<file path="src/shared/cpb_pkg.sv">
// package: constants, states and helpers for the cpu bus lanes block
package cpb_pkg;
  localparam int DW = 32;            // data lane width
  localparam int LANES = 4;          // byte lanes
  localparam int AW = 30;            // word address width (bits 31:2)
  localparam int IW = 28;            // invalidation address width (bits 31:4)
  localparam int INV_LSB = 2;        // bit 4 of the byte address in the word address
  localparam int CORE_PER_BUS = 2;   // core clocks per bus clock
  localparam int FIFO_DEPTH = 4;     // request queue depth
  localparam int REQ_W = 1 + AW + LANES + DW;
  // request word field positions
  localparam int REQ_DATA_LSB = 0;
  localparam int REQ_BE_LSB = DW;
  localparam int REQ_ADDR_LSB = DW + LANES;
  localparam int REQ_WR_BIT = DW + LANES + AW;
  // reset values and the all-lanes mask
  localparam logic PERR_IDLE_N = 1'b1;
  localparam logic [LANES-1:0] BE_NONE_N = 4'hf;
  localparam logic [LANES-1:0] LANES_ALL = 4'hf;

  typedef enum logic [1:0] {
    ST_IDLE = 2'b00,
    ST_ADDR = 2'b01,
    ST_DATA = 2'b10
  } cpb_state_t;

  // lanes a narrow bus really returns on a read
  function automatic logic [LANES-1:0] cpb_size_mask(input logic bs8_n, input logic bs16_n);
    cpb_size_mask = !bs8_n ? 4'h1 : (!bs16_n ? 4'h3 : LANES_ALL);
  endfunction
endpackage

</file>
<file path="src/shared/cpb_stream_if.sv">
// interface: valid/ready word stream between the block's own modules
`timescale 1ns/1ns
interface cpb_stream_if #(parameter int W = 8) ();
  logic valid;
  logic ready;
  logic [W-1:0] data;
  modport src (output valid, output data, input ready);
  modport snk (input valid, input data, output ready);
endinterface

</file>
<file path="src/logic/cpb_bus_lanes.sv">
// module: address, byte enable, data and parity lanes of the cpu bus
`timescale 1ns/1ns
module cpb_bus_lanes
  import cpb_pkg::*;
#(
  parameter int DEPTH = cpb_pkg::FIFO_DEPTH
) (
  input wire logic clk_sys,                               // core clock, 50 MHz
  input wire logic sys_rst,                               // sync reset, active high
  input wire logic req_valid,                             // core queues a transfer
  output logic req_ready,                                 // queue has room
  input wire logic req_write,                             // 1 write, 0 read
  input wire logic [cpb_pkg::AW-1:0] req_addr,            // word address
  input wire logic [cpb_pkg::LANES-1:0] req_be_n,         // byte enables, low active
  input wire logic [cpb_pkg::DW-1:0] req_data,            // write data
  output logic rd_valid,                                  // read data pulse
  output logic [cpb_pkg::DW-1:0] rd_data,                 // read data to core
  output logic inval_valid,                               // invalidation pulse
  output logic [cpb_pkg::IW-1:0] inval_addr,              // line address, bits 31:4
  output logic bus_clk,                                   // bus clock out
  input wire logic bus_hold,                              // bus granted away
  input wire logic addr_hold,                             // address hold request
  input wire logic snoop_strobe_n,                        // external address valid
  input wire logic ready_n,                               // cycle end, low active
  input wire logic bs8_n,                                 // 8-bit bus size
  input wire logic bs16_n,                                // 16-bit bus size
  input wire logic [cpb_pkg::AW-1:0] word_address_lines_in,   // address pins in
  output logic [cpb_pkg::AW-1:0] word_address_lines_out,      // address pins out
  output logic word_address_lines_oe,                         // address drive
  output logic [cpb_pkg::LANES-1:0] byte_lane_enable_n,       // byte enables
  output logic byte_lane_enable_oe,                           // byte enable drive
  input wire logic [cpb_pkg::DW-1:0] data_lines_in,           // data pins in
  output logic [cpb_pkg::DW-1:0] data_lines_out,              // data pins out
  output logic data_lines_oe,                                 // data drive
  input wire logic [cpb_pkg::LANES-1:0] lane_parity_bits_in,  // parity pins in
  output logic [cpb_pkg::LANES-1:0] lane_parity_bits_out,     // parity pins out
  output logic lane_parity_bits_oe,                           // parity drive
  output logic parity_error_n                                 // read parity error
);
  import cpb_pkg::*;

  typedef struct packed {
    logic div;
    cpb_state_t st;
    logic wr;
    logic [AW-1:0] addr;
    logic [LANES-1:0] be_n;
    logic [DW-1:0] wdata;
    logic [LANES-1:0] wpar;
    logic addr_oe;
    logic be_oe;
    logic data_oe;
    logic perr_n;
    logic [DW-1:0] rdata;
    logic rvalid;
    logic [IW-1:0] iaddr;
    logic ivalid;
  } cpb_st_t;

  localparam cpb_st_t RST_VAL = '{
    div: 1'b0, st: ST_IDLE, wr: 1'b0, addr: '0, be_n: BE_NONE_N,
    wdata: '0, wpar: '0, addr_oe: 1'b0, be_oe: 1'b0, data_oe: 1'b0,
    perr_n: PERR_IDLE_N, rdata: '0, rvalid: 1'b0, iaddr: '0, ivalid: 1'b0
  };

  cpb_st_t r;
  cpb_st_t next_r;

  // request queue between the core and the bus sequencer
  cpb_stream_if #(.W(REQ_W)) q_in ();
  cpb_stream_if #(.W(REQ_W)) q_out ();

  assign q_in.valid = req_valid;
  assign q_in.data = {req_write, req_addr, req_be_n, req_data};
  assign req_ready = q_in.ready;

  cpb_fifo #(.W(REQ_W), .DEPTH(DEPTH)) u_queue (
    .clk_sys(clk_sys),
    .sys_rst(sys_rst),
    .in_s(q_in),
    .out_s(q_out)
  );

  // bus rate: one core cycle in two is a bus clock edge
  logic bus_ce;
  assign bus_ce = r.div;
  assign bus_clk = ~r.div;  // rises on the edge that closes a bus_ce cycle

  // fields of the head request
  logic [DW-1:0] head_data;
  logic [LANES-1:0] head_be_n;
  logic [AW-1:0] head_addr;
  logic head_wr;
  assign head_data = q_out.data[REQ_DATA_LSB +: DW];
  assign head_be_n = q_out.data[REQ_BE_LSB +: LANES];
  assign head_addr = q_out.data[REQ_ADDR_LSB +: AW];
  assign head_wr = q_out.data[REQ_WR_BIT];

  // a new cycle starts only at a bus edge, idle, and not in hold
  logic start;
  assign start = bus_ce && (r.st == ST_IDLE) && !bus_hold && q_out.valid;
  assign q_out.ready = start;

  // write parity is made once at issue so pins stay stable
  logic [LANES-1:0] gen_par;
  cpb_lane_parity #(.LANES(LANES)) u_gen (
    .data(head_data),
    .par_in('0),
    .mask('0),
    .par_out(gen_par),
    .err()
  );

  // read check; a narrow bus shrinks the lanes that count
  logic [LANES-1:0] chk_mask;
  logic chk_err;
  assign chk_mask = ~r.be_n & cpb_size_mask(bs8_n, bs16_n);
  cpb_lane_parity #(.LANES(LANES)) u_chk (
    .data(data_lines_in),
    .par_in(lane_parity_bits_in),
    .mask(chk_mask),
    .par_out(),
    .err(chk_err)
  );

  // the sampled end of a read or a write transfer
  logic rd_done;
  logic wr_done;
  assign rd_done = bus_ce && (r.st == ST_DATA) && !r.wr && !ready_n;
  assign wr_done = bus_ce && (r.st == ST_DATA) && r.wr && !ready_n;

  // sequencer and pin state; hold is only honoured between cycles,
  // since the partner grants it only once a cycle has finished
  always_comb begin
    next_r = r;
    next_r.div = ~r.div;
    next_r.rvalid = 1'b0;
    next_r.ivalid = 1'b0;
    if (bus_ce) begin
      // drives follow hold at the next bus edge
      next_r.addr_oe = !(bus_hold || addr_hold);
      next_r.be_oe = !bus_hold;
      // status lasts exactly the bus clock after ready
      next_r.perr_n = !(rd_done && chk_err);
      // external address sampled while the address pins are released
      // our own address still on the pins would be taken for the snoop address
      if (addr_hold && !snoop_strobe_n && !r.addr_oe) begin
        next_r.iaddr = word_address_lines_in[AW-1:INV_LSB];
        next_r.ivalid = 1'b1;
      end
      unique case (r.st)
        ST_IDLE: begin
          if (start) begin
            next_r.wr = head_wr;
            next_r.addr = head_addr;
            next_r.be_n = head_be_n;
            next_r.wdata = head_data;
            next_r.wpar = gen_par;
            next_r.st = ST_ADDR;
          end
        end
        ST_ADDR: begin
          // first clock carries only address; data follows
          next_r.data_oe = r.wr;
          next_r.st = ST_DATA;
        end
        ST_DATA: begin
          if (!ready_n) begin
            next_r.data_oe = 1'b0;
            if (!r.wr) begin
              // data goes up whatever its parity says
              next_r.rdata = data_lines_in;
              next_r.rvalid = 1'b1;
            end
            next_r.st = ST_IDLE;
          end
        end
        default: begin
          next_r.st = ST_IDLE;
        end
      endcase
    end
  end

  // reset releases the data and parity pins and idles the status
  always_ff @(posedge clk_sys) begin
    if (sys_rst) begin
      r <= RST_VAL;
    end else begin
      r <= next_r;
    end
  end

  // pins and core-side outputs straight from state
  assign word_address_lines_out = r.addr;
  assign word_address_lines_oe = r.addr_oe;
  assign byte_lane_enable_n = r.be_n;
  assign byte_lane_enable_oe = r.be_oe;
  assign data_lines_out = r.wdata;
  assign data_lines_oe = r.data_oe;
  assign lane_parity_bits_out = r.wpar;
  assign lane_parity_bits_oe = r.data_oe;  // same timing as data
  assign parity_error_n = r.perr_n;  // never floated
  assign rd_valid = r.rvalid;
  assign rd_data = r.rdata;
  assign inval_valid = r.ivalid;
  assign inval_addr = r.iaddr;
endmodule

</file>
<file path="src/logic/cpb_fifo.sv">
// module: small flip-flop fifo with valid and ready on both sides
`timescale 1ns/1ns
module cpb_fifo #(
  parameter int W = 8,
  parameter int DEPTH = 4
) (
  input wire logic clk_sys,  // core clock
  input wire logic sys_rst,  // sync reset, active high
  cpb_stream_if.snk in_s,    // filling side
  cpb_stream_if.src out_s    // draining side
);
  localparam int PW = $clog2(DEPTH);
  localparam logic [PW:0] FULL_CNT = (PW+1)'(DEPTH);

  typedef struct packed {
    logic [DEPTH-1:0][W-1:0] mem;
    logic [PW-1:0] wp;
    logic [PW-1:0] rp;
    logic [PW:0] cnt;
  } cpb_fifo_st_t;

  cpb_fifo_st_t r;
  cpb_fifo_st_t next_r;
  logic push;
  logic pop;

  // full and empty come straight from the count
  assign in_s.ready = (r.cnt != FULL_CNT);
  assign out_s.valid = (r.cnt != '0);
  assign out_s.data = r.mem[r.rp];
  assign push = in_s.valid && in_s.ready;
  assign pop = out_s.valid && out_s.ready;

  // pointers wrap only on a power-of-two depth
  always_comb begin
    next_r = r;
    if (push) begin
      next_r.mem[r.wp] = in_s.data;
      next_r.wp = r.wp + 1'b1;
    end
    if (pop) begin
      next_r.rp = r.rp + 1'b1;
    end
    next_r.cnt = r.cnt + (PW+1)'(push) - (PW+1)'(pop);
  end

  always_ff @(posedge clk_sys) begin
    if (sys_rst) begin
      r <= '0;
    end else begin
      r <= next_r;
    end
  end
endmodule

</file>
<file path="src/logic/cpb_lane_parity.sv">
// module: per-lane even parity generation and masked checking
`timescale 1ns/1ns
module cpb_lane_parity #(
  parameter int LANES = 4
) (
  input wire logic [LANES*8-1:0] data,   // data lanes
  input wire logic [LANES-1:0] par_in,   // received parity bits
  input wire logic [LANES-1:0] mask,     // lanes taking part in the check
  output logic [LANES-1:0] par_out,      // generated parity bits
  output logic err                       // any enabled lane mismatched
);
  logic [LANES-1:0] bad;

  // each bit makes its byte plus itself hold an even number of ones
  for (genvar i = 0; i < LANES; i++) begin : g_lane
    assign par_out[i] = ^data[i*8 +: 8];
    assign bad[i] = (par_out[i] != par_in[i]) && mask[i];
  end
  assign err = |bad;
endmodule

</file>
<file path="config.mk">
export PLATFORM = sky130hd
export DESIGN_NAME = cpb_bus_lanes
export DESIGN_NICKNAME = d
export VERILOG_FILES = /design/src/shared/cpb_pkg.sv /design/src/shared/cpb_stream_if.sv /design/src/logic/cpb_bus_lanes.sv /design/src/logic/cpb_fifo.sv /design/src/logic/cpb_lane_parity.sv
export SDC_FILE = /design/constraint.sdc
export NUM_CORES = 1
export LEC_CHECK = 0
export BUFFER_PORTS_ARGS = -buffer_cell sky130_fd_sc_hd__buf_2
export CAP_MARGIN = 15
export CORE_ASPECT_RATIO = 0.9
export CORE_MARGIN = 1.5
export CORE_UTILIZATION = 59
export CTS_BUF_LIST = sky130_fd_sc_hd__clkbuf_8
export CTS_CLUSTER_DIAMETER = 80
export DETAILED_ROUTE_END_ITERATION = 12
export GPL_TIMING_DRIVEN = 0
export PLACE_DENSITY = 0.83
export SETUP_SLACK_MARGIN = 0.3
export SLEW_MARGIN = 40
export SYNTH_ARGS = -nofsm -noshare
export SYNTH_HDL_FRONTEND = slang
export SYNTH_SLANG_ARGS = --single-unit
</file>
<file path="constraint.sdc">
create_clock -name clk_sys -period 4.9 [get_ports clk_sys]
set_input_delay 0.245 -clock clk_sys [delete_from_list [all_inputs] [get_ports clk_sys]]
set_output_delay 0.245 -clock clk_sys [all_outputs]
set_load 0.05 [all_outputs]
</file>
==> results by group <==
Floorplan
  • Io pins: between 200 and 300
  • Starting density of the core: between 60% and 70%
  • Die height: approximately 170 um
  • DIE AREA: ~0.031 mm2
  • Cell row count: 59
  • CORE AREA: 0.0291 mm2
  • Die Span X: 185 um

Clocking
  • Post-CTS setup buffers: 0
  • # H-tree levels: 3
  • Reg clk slew, reported paths: around 60 ps
  • Cts bufs inserted: 66
  • Max clock buf depth: 3
  • Sink Count: between 400 and 500
  • Clk_lat worst skew: 590 ps
  • Cell at the root of the clock tree: clkbuf_8
  • Resize count post-CTS: 0
  • CTS tree: built

Route
  • DR vias: 16900
  • Starting DRT DRC Count: 1522
  • Final wirelength: 57400 um
  • Drt wl/cell: 19.0 um
  • Routed vias/inst: 5.61
  • Detailed Routing Iterations Pass 1: 6
  • Drt drc: 0
  • Post-DRT Antenna Nets: 0

Worst setup path
  • Flop2flop setup slack: 2150 ps
  • Crit path launch type: register
  • CP delay by family, top: adder cells
  • Cells along the critical path: nand2b_1 > or4_1 > buf_2 > clkinv_2 > buf_2 > ha_1 > inv_1 > ha_1 > fa_1 > xnor2_1 > nor2_1
  • Stages on worst setup path: 11
  • R2r endpoint: u_queue.r[2]$_SDFF_PP0_
  • Depth of the most critical reg-to-reg path: 11
  • Slowest library cell on the worst path: or4_1
  • Worst endpoint required time: ~5300 ps
  • Reg2Reg Launch Point: bus_ce$_SDFF_PP0_
  • CP Capture Type: register
  • Worst path buffer plus inverter count: 4
  • WS Path Type: register to register
  • Slowest stage delay, CP: approximately 460 ps
  • Worst Path Max Fanout: 10
  • Crit path DAT: 3190 ps

Logic synthesis
  • EDFF count, synth: 0
  • Main synth FF type: dfxtp_1
  • Synth Area in Adders: 0.541%
  • Largest family of logic cells by synthesized area: simple AND/OR/NAND/NOR gates
  • Cell variety after synth: 36
  • Seq cells post-synth: slightly above 400
  • Synth Area in Compound Gates: 11.6%
  • Async set-reset flop share out of synthesis: 0%
  • XOR/XNOR Fraction of Synth Area: 3.31%
  • Post-Syn Instances: roughly 2100
  • Mapped Avg Cell Area: 8.41 um2
  • Synth Warn #: 0
  • Synthesized area: 0.0176 mm2
  • Post-Synth Simple-Gate Area: 18.6%
  • Post-synthesis net count: between 2000 and 2500
  • Sequential area share after synthesis: between 40% and 50%
  • Mux share of post-synthesis cell area: under 10%

STA
  • Final period demand of the worst path: 2750 ps
  • Max Freq: 0.364 GHz
  • Period utilization: 56.1%
  • Transition time of the tightest slew-check pin: 799 ps
  • Setup slack after layout: 2150 ps
  • Final hold viol count: 0
  • Max_slew headroom: 46.8%
  • Endpoints failing setup: 0
  • Setup TNS: 0 ps
  • Unrepaired setup endpoints after global routing: no
  • Worst Clk Skew: 21.1 ps
  • Max-slew violations: 0

Power
  • VDD IR max: 0.262 mV
  • Pwr/cell area: between 300 and 400 mW/mm2
  • Pwr Total: between 8 and 9 mW
  • Leakage: 8.74 nW
  • Sw frac: 30.7%
  • Clock power frac: 34.2%
  • Net switching power: 2.53 mW
  • Combinational power share: a little over a fifth
  • Part of the power in registers: 45.0%
  • Int Pwr: 5.72 mW

GRT
  • Vias in the first global route: 16600
  • Gr usage total: 36.2%
  • Total gr overflow: 0
  • Largest net degree at the start of global routing: 11
  • First-pass GRT wire length: between 80000 and 90000 um
  • Initial antenna violation count: 8

Min path
  • Hold_sp: snoop_strobe_n
  • Hold Crit Depth: 4
  • Worst Hold Class: input pin to register
  • Worst Hold End: inval_addr[6]$_SDFFE_PP0P_

Placed design
  • RD Place Congestion: 0.876
  • Setup WS pre-CTS: ~2200 ps
  • PortBufs: 277
  • Inst Count DP: approximately 2800
  • Placed cell area: 0.0195 mm2
  • Hpwl dp: about 36000 um

Run
  • Max-Cap Viols: 0

Final layout
  • FF/Latch Area: 0.00831 mm2
  • Final non-filler cell total: 3014
  • Area growth syn-to-layout: 25.3%
  • Post-layout nets: between 2000 and 3000
  • Filler instances: a little over 2000
  • Most common cell after layout, fill and taps aside: nand2_1
  • Most frequent cells in the layout: nand2_1, dfxtp_1, a21oi_1
  • Layout cells sized above 1: between 20% and 30%
  • Design area: 0.0220 mm2
  • Multi-input combinational cell area: 0.00755 mm2

Outcome
  • Run status: finished, final reports clean
[cell families after synthesis]
family | count (synthesis)
multiplexers | 71
buffers and inverters | 290
AND/OR/NAND/NOR | 847
adder cells (fa/ha/maj) | 7
flip-flops | 415
AO/OA/AOI/OAI | 404
XOR/XNOR | 55
[registers in the layout (all words and copies together) (netlist names)]
register and count:
data_lines_oe 1, lane_parity_bits_out 4, word_address_lines_oe 1, data_lines_out 32, inval_addr 28, r 3
rd_valid 1, rd_data 32, parity_error_n 1, inval_valid 1, u_queue.r 275, bus_ce 1
byte_lane_enable_n 4, word_address_lines_out 30, byte_lane_enable_oe 1
[layer usage]
metal,track usage [%],share of wire [%],wire length [um],vias to the layer above
met5,0.160,0.028,16,-
met2,60.7,48,27500,1075
met4,21.8,5.4,3120,2
met1,41.7,36,20400,7909
li1,-,-,-,7676
met3,8.81,11,6260,258
[repair_timing]
action	in CTS	in global routing
hold endpoints to repair	330	0
hold buffers	129	0
setup endpoints to repair	0	0
[worst max-delay path by stage]
stage | startpoint | endpoint | slack, ps
after global placement | bus_ce$_SDFF_PP0_ | u_queue.r[1]$_SDFF_PP0_ | 2230
after CTS | bus_ce$_SDFF_PP0_ | u_queue.r[2]$_SDFF_PP0_ | 2180
final | bus_ce$_SDFF_PP0_ | u_queue.r[2]$_SDFF_PP0_ | 2150
after global routing | bus_ce$_SDFF_PP0_ | u_queue.r[2]$_SDFF_PP0_ | 2010
after floorplan | bus_ce$_SDFF_PP0_ | u_queue.r[1]$_SDFF_PP0_ | 2510
after detailed placement | bus_ce$_SDFF_PP0_ | u_queue.r[2]$_SDFF_PP0_ | 2200
[area by class of cell]
cell class	instances	share of cell area [%]
Sequential cell	415	37.8
Multi-Input combinational cell	1384	34.3
Timing Repair Buffer	406	12.2
Buffer	282	7.62
Clock buffer	79	4.94
Tap cell	396	2.25
Clock inverter	32	0.665
Inverter	8	0.142
Antenna cell	12	0.136
[power by group through the flow]
stage / clock, mW / combinational (mW) / sequential [mW]
after floorplan: 0 / 1.13 / 3.74
after global placement: 0 / 1.54 / 3.76
after detailed placement: 0 / 1.58 / 3.77
after CTS: 2.82 / 1.67 / 3.70
after global routing: 2.98 / 1.83 / 3.73
final: 2.82 / 1.72 / 3.71
[Yosys cell counts (6+ instances only)]
library cell | instances | area share, %
a21oi_1 | 396 | 11
buf_1 | 8 | 0.17
buf_2 | 33 | 0.94
buf_4 | 139 | 5.9
clkbuf_1 | 98 | 2.1
dfxtp_1 | 415 | 47
ha_1 | 6 | 0.43
inv_1 | 6 | 0.13
mux4_2 | 64 | 8.2
nand2_1 | 798 | 17
nand3b_1 | 7 | 0.30
nor2_1 | 21 | 0.45
nor2b_1 | 6 | 0.21
xnor2_1 | 42 | 2.1
xor2_1 | 6 | 0.30
[worst reg2reg max path, cell delays in order, from the launching register on]
cell and delay [ps]:
dfxtp_1 450, nand2b_1 80, or4_1 460, buf_2 200, clkinv_2 120, buf_2 250, ha_1 170, inv_1 40
ha_1 180, fa_1 420, xnor2_1 180, nor2_1 60
[stage by stage]
step / util, % / hold WS (ps)
finish: 75.7 / 26.9
global route: 75.6 / 37.3
CTS: 75.6 / 1.06
detailed placement: 66.9 / 443
global placement: 66.9 / 437
floorplan: - / 344
Power figures use the tool's default switching activity.
